--- config.mk ---
export PLATFORM = sky130hd
export DESIGN_NAME = ipmc_top
export DESIGN_NICKNAME = d
export VERILOG_FILES = /design/src/core/ipmc_pkg.sv /design/src/core/ipmc_arb_if.sv /design/src/core/ipmc_top.sv /design/src/core/ipmc_arbiter.sv
export SDC_FILE = /design/constraint.sdc
export NUM_CORES = 1
export LEC_CHECK = 0
export ABC_AREA = 1
export CAP_MARGIN = 20
export CELL_PAD_IN_SITES_DETAIL_PLACEMENT = 1
export CELL_PAD_IN_SITES_GLOBAL_PLACEMENT = 2
export CORE_MARGIN = 2
export CORE_UTILIZATION = 37
export DETAILED_ROUTE_END_ITERATION = 10
export DONT_BUFFER_PORTS = 1
export PLACE_DENSITY = 0.78
export SETUP_SLACK_MARGIN = 0.4
export SKIP_LAST_GASP = 1
export SLEW_MARGIN = 10
export SYNTH_ARGS = -nofsm -noshare
export SYNTH_HDL_FRONTEND = slang
export SYNTH_SLANG_ARGS = --single-unit
--- constraint.sdc ---
create_clock -name mclk_i -period 13.9 [get_ports mclk_i]
set_input_delay 2.78 -clock mclk_i [delete_from_list [all_inputs] [get_ports mclk_i]]
set_output_delay 2.78 -clock mclk_i [all_outputs]
set_load 0.03 [all_outputs]
--- src/core/ipmc_pkg.sv ---
// Constants, register map and source decode for the interrupt priority controller
// Assumes one system clock; all users import the whole package
package ipmc_pkg;

    // =====================================================================
    // Sources
    localparam int NSRC = 12;
    localparam logic [3:0] SRC_SCI0_BASE = 4'h4;
    localparam logic [3:0] SRC_SCI1_BASE = 4'h8;

    // =====================================================================
    // Vector numbers and levels
    localparam logic [7:0] VEC_NMI = 8'h07;
    localparam logic [7:0] VEC_DMA_BASE = 8'h48;
    localparam logic [7:0] VEC_SCI0_BASE = 8'h50;
    localparam logic [7:0] VEC_SCI1_BASE = 8'h54;
    localparam logic [2:0] LVL_NMI = 3'h7;
    localparam logic [2:0] LVL_FLAT = 3'h0;

    // =====================================================================
    // Register indices
    localparam logic [3:0] ADR_SYSCTL = 4'h0;
    localparam logic [3:0] ADR_PRI10 = 4'h1;
    localparam logic [3:0] ADR_PRI11 = 4'h2;
    localparam logic [3:0] ADR_EN_LO = 4'h3;
    localparam logic [3:0] ADR_EN_HI = 4'h4;
    localparam logic [3:0] ADR_STATUS = 4'h5;
    localparam logic [3:0] ADR_MASK = 4'h6;
    localparam logic [3:0] ADR_VECTOR = 4'h7;
    localparam logic [3:0] ADR_CPUVIEW = 4'h8;

    // =====================================================================
    // Field positions
    localparam int BIT_MODE_HIGH = 5;
    localparam int BIT_MODE_LOW = 4;
    localparam int BIT_EV_NMI = 0;
    localparam int BIT_EV_IRQ = 1;
    localparam int BIT_EV_HELD = 2;
    localparam int BIT_EV_BADMODE = 3;

    // =====================================================================
    // Reset values
    localparam logic [7:0] RST_SYSCTL = 8'h00;
    localparam logic [7:0] RST_PRI = 8'h77;
    localparam logic [11:0] RST_EN = 12'h000;
    localparam logic [3:0] RST_EV = 4'h0;

    // Vector number of a source index
    function automatic logic [7:0] ipmc_vec_of(input logic [3:0] idx);
        if (idx < SRC_SCI0_BASE) begin
            ipmc_vec_of = VEC_DMA_BASE + 8'(idx[1:0]);
        end else if (idx < SRC_SCI1_BASE) begin
            ipmc_vec_of = VEC_SCI0_BASE + 8'(idx[1:0]);
        end else begin
            ipmc_vec_of = VEC_SCI1_BASE + 8'(idx[1:0]);
        end
    endfunction : ipmc_vec_of

endpackage : ipmc_pkg

--- src/core/ipmc_arb_if.sv ---
// Interface between the controller top and its priority arbiter
// Assumes both ends sit in the system clock domain
`timescale 1ns/1ps
interface ipmc_arb_if;
    logic [11:0] req;
    logic [2:0] lvl_dma;
    logic [2:0] lvl_sci0;
    logic [2:0] lvl_sci1;
    logic flat;
    logic hit;
    logic [3:0] idx;
    logic [2:0] lvl;
    modport arb (input req, input lvl_dma, input lvl_sci0, input lvl_sci1, input flat,
                 output hit, output idx, output lvl);
    modport ctl (output req, output lvl_dma, output lvl_sci0, output lvl_sci1, output flat,
                 input hit, input idx, input lvl);
endinterface : ipmc_arb_if

--- src/core/ipmc_top.sv ---
// Interrupt priority and mode control for DMA transfer-end and two serial channels
// Assumes peripheral requests and CPU mask state come from logic on mclk_i;
// NMI and standby arrive on pins and are synchronised here
`timescale 1ns/1ps
module ipmc_top
    import ipmc_pkg::*;
(
    input wire logic mclk_i,
    input wire logic sys_rst_i,
    input wire logic [3:0] reg_addr_i,
    input wire logic [7:0] reg_wdata_i,
    input wire logic reg_wr_i,
    input wire logic reg_rd_i,
    output logic [7:0] reg_rdata_o,
    input wire logic dma_ch0a_done_i,
    input wire logic dma_ch0b_done_i,
    input wire logic dma_ch1a_done_i,
    input wire logic dma_ch1b_done_i,
    input wire logic serial0_rx_error_i,
    input wire logic serial0_rx_full_i,
    input wire logic serial0_tx_empty_i,
    input wire logic serial0_tx_done_i,
    input wire logic serial1_rx_error_i,
    input wire logic serial1_rx_full_i,
    input wire logic serial1_tx_empty_i,
    input wire logic serial1_tx_done_i,
    input wire logic nmi_pin_i,
    input wire logic hw_standby_i,
    input wire logic cpu_global_mask_i,
    input wire logic cpu_user_bit_i,
    input wire logic [2:0] cpu_mask_level_i,
    input wire logic long_addr_mode_i,
    output logic irq_req_o,
    output logic [7:0] irq_vector_o,
    output logic [2:0] irq_level_o,
    output logic [15:0] vec_addr_o,
    output logic nmi_req_o,
    output logic int_o
);

    // =====================================================================
    // Declarations
    logic [7:0] sysctl_r;
    logic [7:0] pri10_r;
    logic [7:0] pri11_r;
    logic [11:0] en_r;
    logic [3:0] status_r;
    logic [3:0] status_nxt;
    logic [3:0] mask_r;
    logic [7:0] rdata_r;
    logic [7:0] rdata_nxt;
    logic nmi_s1_r;
    logic nmi_s2_r;
    logic stby_s1_r;
    logic stby_s2_r;
    logic nmi_req_r;
    logic irq_req_r;
    logic [7:0] vec_r;
    logic [7:0] vec_nxt;
    logic [2:0] lvl_r;
    logic [2:0] lvl_nxt;
    logic [15:0] addr_r;
    logic [11:0] src_raw;
    logic [11:0] src_en;
    logic mode_high;
    logic accept;
    logic nmi_now;
    logic [3:0] ev;
    logic wr_sysctl;
    ipmc_arb_if arb_bus ();

    // =====================================================================
    // Pin synchronisers
    always_ff @(posedge mclk_i or posedge sys_rst_i) begin
        if (sys_rst_i) begin
            nmi_s1_r <= 1'b0;
            nmi_s2_r <= 1'b0;
            stby_s1_r <= 1'b0;
            stby_s2_r <= 1'b0;
        end else begin
            nmi_s1_r <= nmi_pin_i;
            nmi_s2_r <= nmi_s1_r;
            stby_s1_r <= hw_standby_i;
            stby_s2_r <= stby_s1_r;
        end
    end

    // =====================================================================
    // Register writes
    assign wr_sysctl = reg_wr_i && (reg_addr_i == ADR_SYSCTL);

    always_ff @(posedge mclk_i or posedge sys_rst_i) begin
        if (sys_rst_i) begin
            sysctl_r <= RST_SYSCTL;
            pri10_r <= RST_PRI;
            pri11_r <= RST_PRI;
            en_r <= RST_EN;
            mask_r <= RST_EV;
        end else if (reg_wr_i) begin
            unique case (reg_addr_i)
                ADR_SYSCTL: sysctl_r <= reg_wdata_i;
                ADR_PRI10: pri10_r <= reg_wdata_i;
                ADR_PRI11: pri11_r <= reg_wdata_i;
                ADR_EN_LO: en_r[7:0] <= reg_wdata_i;
                ADR_EN_HI: en_r[11:8] <= reg_wdata_i[3:0];
                ADR_MASK: mask_r <= reg_wdata_i[3:0];
                default: begin
                end
            endcase
        end
    end

    // =====================================================================
    // Source gating and arbitration
    assign src_raw = {serial1_tx_done_i, serial1_tx_empty_i, serial1_rx_full_i,
                      serial1_rx_error_i, serial0_tx_done_i, serial0_tx_empty_i,
                      serial0_rx_full_i, serial0_rx_error_i, dma_ch1b_done_i,
                      dma_ch1a_done_i, dma_ch0b_done_i, dma_ch0a_done_i};
    assign src_en = src_raw & en_r;
    assign mode_high = sysctl_r[BIT_MODE_HIGH];

    assign arb_bus.req = src_en;
    assign arb_bus.lvl_dma = pri10_r[6:4];
    assign arb_bus.lvl_sci0 = pri10_r[2:0];
    assign arb_bus.lvl_sci1 = pri11_r[6:4];
    assign arb_bus.flat = !mode_high;

    ipmc_arbiter u_arb (
        .bus(arb_bus)
    );

    // =====================================================================
    // Acceptance
    assign nmi_now = nmi_s2_r && !stby_s2_r;

    always_comb begin
        if (mode_high) begin
            accept = arb_bus.hit && (arb_bus.lvl > cpu_mask_level_i);
        end else begin
            accept = arb_bus.hit && !cpu_global_mask_i;
        end
    end

    always_comb begin
        vec_nxt = 8'h00;
        lvl_nxt = 3'h0;
        if (nmi_now) begin
            vec_nxt = VEC_NMI;
            lvl_nxt = LVL_NMI;
        end else if (accept) begin
            vec_nxt = ipmc_vec_of(arb_bus.idx);
            lvl_nxt = arb_bus.lvl;
        end
    end

    always_ff @(posedge mclk_i or posedge sys_rst_i) begin
        if (sys_rst_i) begin
            nmi_req_r <= 1'b0;
            irq_req_r <= 1'b0;
            vec_r <= 8'h00;
            lvl_r <= 3'h0;
            addr_r <= 16'h0000;
        end else begin
            nmi_req_r <= nmi_now;
            irq_req_r <= accept;
            vec_r <= vec_nxt;
            lvl_r <= lvl_nxt;
            addr_r <= long_addr_mode_i ? {6'h00, vec_nxt, 2'b00} : {7'h00, vec_nxt, 1'b0};
        end
    end

    assign irq_req_o = irq_req_r;
    assign nmi_req_o = nmi_req_r;
    assign irq_vector_o = vec_r;
    assign irq_level_o = lvl_r;
    assign vec_addr_o = addr_r;

    // =====================================================================
    // Event status, cleared by read, set wins
    always_comb begin
        ev = 4'h0;
        ev[BIT_EV_NMI] = nmi_now && !nmi_req_r;
        ev[BIT_EV_IRQ] = accept && !irq_req_r;
        ev[BIT_EV_HELD] = arb_bus.hit && !accept;
        ev[BIT_EV_BADMODE] = wr_sysctl && reg_wdata_i[BIT_MODE_LOW];
        status_nxt = status_r;
        if (reg_rd_i && (reg_addr_i == ADR_STATUS)) begin
            status_nxt = 4'h0;
        end
        status_nxt = status_nxt | ev;
    end

    always_ff @(posedge mclk_i or posedge sys_rst_i) begin
        if (sys_rst_i) begin
            status_r <= RST_EV;
        end else begin
            status_r <= status_nxt;
        end
    end

    assign int_o = |(status_r & mask_r);

    // =====================================================================
    // Register reads
    always_comb begin
        rdata_nxt = 8'h00;
        if (reg_rd_i) begin
            unique case (reg_addr_i)
                ADR_SYSCTL: rdata_nxt = sysctl_r;
                ADR_PRI10: rdata_nxt = pri10_r;
                ADR_PRI11: rdata_nxt = pri11_r;
                ADR_EN_LO: rdata_nxt = en_r[7:0];
                ADR_EN_HI: rdata_nxt = {4'h0, en_r[11:8]};
                ADR_STATUS: rdata_nxt = {4'h0, status_r};
                ADR_MASK: rdata_nxt = {4'h0, mask_r};
                ADR_VECTOR: rdata_nxt = vec_r;
                ADR_CPUVIEW: rdata_nxt = {cpu_user_bit_i, cpu_global_mask_i, irq_req_r,
                                          nmi_req_r, 1'b0, cpu_mask_level_i};
                default: rdata_nxt = 8'h00;
            endcase
        end
    end

    always_ff @(posedge mclk_i or posedge sys_rst_i) begin
        if (sys_rst_i) begin
            rdata_r <= 8'h00;
        end else begin
            rdata_r <= rdata_nxt;
        end
    end

    assign reg_rdata_o = rdata_r;
endmodule : ipmc_top

--- src/core/ipmc_arbiter.sv ---
// Combinational priority arbiter over the twelve enabled sources
// Assumes requests are already gated by their enables
`timescale 1ns/1ps
module ipmc_arbiter
    import ipmc_pkg::*;
(
    ipmc_arb_if.arb bus
);
    logic [2:0] src_lvl [NSRC];

    // =====================================================================
    // Per-source level fan-out
    genvar g;
    generate
        for (g = 0; g < NSRC; g++) begin : g_lvl
            if (g < 4) begin : g_dma
                assign src_lvl[g] = bus.flat ? LVL_FLAT : bus.lvl_dma;
            end else if (g < 8) begin : g_s0
                assign src_lvl[g] = bus.flat ? LVL_FLAT : bus.lvl_sci0;
            end else begin : g_s1
                assign src_lvl[g] = bus.flat ? LVL_FLAT : bus.lvl_sci1;
            end
        end
    endgenerate

    // =====================================================================
    // Highest level wins, lower index wins ties
    always_comb begin
        bus.hit = 1'b0;
        bus.idx = 4'h0;
        bus.lvl = 3'h0;
        for (int i = NSRC - 1; i >= 0; i--) begin
            if (bus.req[i] && (!bus.hit || src_lvl[i] >= bus.lvl)) begin
                bus.hit = 1'b1;
                bus.idx = 4'(i);
                bus.lvl = src_lvl[i];
            end
        end
    end

endmodule : ipmc_arbiter

==> results.json <==
{
  "fin_crit_sh_pct": 90.7,
  "area_growth_syn_to_layout_pct": 15.4,
  "numClockSinks": 75,
  "setup_violations": 0,
  "min_period_ns": 12.60,
  "vias_per_cell": 5.03,
  "maxSlewViolCount": 0,
  "synth_area_um2": 4660,
  "cpPeakStageDelay_ns": 0.33,
  "via_count": 3966,
  "hold_viol_final": 0,
  "r2r_end": "vec_addr_o[4]",
  "clock-root-buffer": "clkbuf_16",
  "seqCellArea_um2": 1890,
  "critPathLaunch": "serial1_rx_full_i",
  "pwr-share-comb_pct": 32.3,
  "cts_htree_levels": 3,
  "die_h_um": 116,
  "drt_wl_total_mm": 13.6,
  "fillerInstances": 1549,
  "netlist_instances": 594,
  "max_freq_ghz": 0.0793,
  "hpwl_mm": 10.4,
  "dr.pass1.iters": 4,
  "pre_cts_slack_ns": -0.0127,
  "postPlaceCellArea_um2": 4810,
  "final_area_um2": 5380,
  "rrSetupSlack_ns": 3.01,
  "synth_top_area_cell": "dfrtp_1",
  "clock_latency_ns": 0.33,
  "met1_length_mm": 6.06,
  "io_buffers": 0,
  "swShare_pct": 37.3,
  "wl_met3_um": 706,
  "dr_wl_met2_mm": 6.66,
  "rr_startpoint": "sysctl_r[5]",
  "antenna_found_initial": 0,
  "ctsHoldBuffers": 0,
  "synth.distinct_cells": 43,
  "synthTopCellsByArea": "dfrtp_1 (34%), nand2_1 (14%), ha_1 (8.9%)",
  "p_clk_share_pct": 31.1,
  "start_kind": "input pin",
  "grt_use_total_pct": 20.7,
  "core-area_um2": 12500,
  "outcome": "complete, no violations",
  "ys_ff_latch": 75,
  "relSlewSlack_pct": 33.3,
  "drc": 0,
  "layout-drive-gt1-share_pct": 18.0,
  "ir_drop_mv": 0.0930,
  "hold_class": "reg -> reg",
  "synth_top_area_share_pct": 33.8,
  "multiInputGateArea_um2": 2470,
  "gp_congestion": 0.848,
  "syn_avg_cell_area_um2": 7.85,
  "path_depth": 84,
  "overflow": 0,
  "grt_max_degree": 76,
  "worst_path_dominant_cell_family": "simple AND/OR/NAND/NOR gates",
  "ant_nets": 0,
  "worst_slew_pin_slew_ns": 0.991,
  "setup_slack_ns": 1.30,
  "cp-end-kind": "flip-flop",
  "critPathBufInv": 7,
  "top_layer_used": "met4",
  "rsz0062_at_grt": "false",
  "setup.worst_path.end": "vec_addr_o[4]",
  "synthFlopType": "dfrtp_1",
  "power.density_nw_per_um2": 162,
  "drt-initial-drc-count": 243,
  "yosysWarnings": 0,
  "seq_area_frac_synth_pct": 40.6,
  "rows": 41,
  "power.net_switching_uw": 324,
  "cts_buffers": 9,
  "clock_skew_ns": 0.00674,
  "crit_type": "in -> reg",
  "p_seq_share_pct": 36.5,
  "cp_slowest_cell": "ha_1",
  "max_cap_violations": 0,
  "synth_edf_count": 0,
  "final_nets": 681,
  "leakage_uw": 0.00277,
  "cts_tree": "done",
  "synthArstFlopShare_pct": 100,
  "grt_pass1_vias": 3982,
  "io_pins": 74,
  "cp_max_fo": 7,
  "arrival_ns": 12.83,
  "r2r_cells": 82,
  "cts_buffer_depth": 2,
  "p_int_uw": 545,
  "antenna_cells": 0,
  "grt_pass1_wl_mm": 21.3,
  "clkSlewWorstSetupHoldPaths_ns": 0.06,
  "die_area_um2": 13500,
  "initial_core_util_pct": 37.4,
  "wl_per_cell_um": 17.2,
  "critPathMostFrequentCell": "nand2_1",
  "die_width_um": 116,
  "required_ns": 14.13
}
how the worst min path moves through the flow:
stage	cells past startpoint	startpoint	end	slack, ns
detailed placement	0	stby_s1_r	stby_s2_r	0.34
floorplan	0	nmi_s1_r	nmi_s2_r	0.33
global route	0	stby_s1_r	stby_s2_r	0.36
CTS	0	stby_s1_r	stby_s2_r	0.35
global placement	0	nmi_s1_r	nmi_s2_r	0.33
finish	0	nmi_s1_r	nmi_s2_r	0.35
final cells by class:
cell class / instances / share of cell area [%]
multi-input combinational: 420 / 46.0
timing repair buffer: 14 / 2.02
sequential: 75 / 35.2
inverter: 92 / 6.42
clock inverter: 4 / 1.84
tap: 172 / 4.00
clock buffer: 12 / 4.58
registers in the layout, indices dropped and copies added (netlist names):
signal,cells
nmi_req_o,1
sysctl_r,8
irq_vector_o,6
pri11_r,8
mask_r,4
irq_level_o,3
reg_rdata_o,8
en_r,12
pri10_r,8
irq_req_o,1
vec_addr_o,8
stby_s2_r,1
stby_s1_r,1
nmi_s1_r,1
status_r,4
nmi_s2_r,1
worst register-to-register path, delay by kind of cell (launching register included):
kind / cells / cell delay, ns
fa+ha+maj: 9 / 2.43
buf+inv: 7 / 0.70
simple gates: 41 / 3.91
compound gates: 25 / 3.09
flops: 1 / 0.66
repair_timing:
item | CTS | global route
endpoints found under the hold margin | 0 | 0
setup endpoints to repair | 4 | 20
gates resized for setup | 3 | 36
pin swaps | 0 | 20
buffers inserted | 0 | 13
placed cells by master, fill, tap and decap left out, drive strengths merged, types with 2 or more instances in the layout:
cell type / Yosys / final
nand2: 195 / 195
conb: 1 / 10
dfrtp: 63 / 63
buf: 11 / 14
o22ai: 6 / 6
dfstp: 12 / 12
a21oi: 21 / 21
o21ai: 63 / 63
nand3: 27 / 27
bufinv: 0 / 3
a22o: 3 / 3
nor2: 36 / 36
ha: 33 / 33
inv: 91 / 91
clkbuf: 5 / 12
a221oi: 11 / 11
clkinv: 1 / 2
nand4: 4 / 4
layer usage:
metal,track usage [%],up-vias
li1,-,1941
met3,5.03,17
met1,27.1,1938
met2,34.6,70
met5,0,-
met4,5.08,0
logic make-up after synthesis:
kind of cell | Yosys count | synth area share [%]
fa+ha+maj | 33 | 8.86
compound gates | 112 | 15.0
other cells | 1 | 0.0804
buf+inv | 108 | 9.66
flops | 75 | 40.6
simple gates | 265 | 25.8
cells in the mapped netlist, types with 2 or more instances:
library cell and n:
nand3_4 2, nand2_2 14, inv_1 84, nand3_1 22
nand3_2 3, a21oi_4 3, nor2_4 4, dfstp_2 12
o21ai_1 2, nand2_4 4, ha_1 33, buf_4 10
inv_2 7, o21ai_0 59, nand2_1 177, clkbuf_1 5
nor2_2 3, o22ai_1 6, nand4_1 3, a21oi_1 17
nor2_1 29, a22o_1 2, dfrtp_1 63, a221oi_1 11
through the flow:
stage | util [%] | hold WS [ns] | setup TNS, ns | power, uW | cells
floorplan | - | 0.331 | 0 | 498 | 603
global placement | 38.6 | 0.332 | 0 | 550 | 760
detailed placement | 38.6 | 0.336 | -0.0127 | 563 | 760
CTS | 41.5 | 0.348 | 0 | 841 | 776
global route | 43.2 | 0.361 | 0 | 929 | 789
finish | 43.2 | 0.345 | 0 | 869 | 789
power by group through the flow:
stage                     sequential [uW]  combinational (uW)  clock (uW)
after detailed placement              321                 243           0
after CTS                             317                 248         276
final                                 318                 281         271
after global routing                  323                 321         285
after floorplan                       305                 193           0
after global placement                320                 230           0
(Power assumes the default switching activity.)
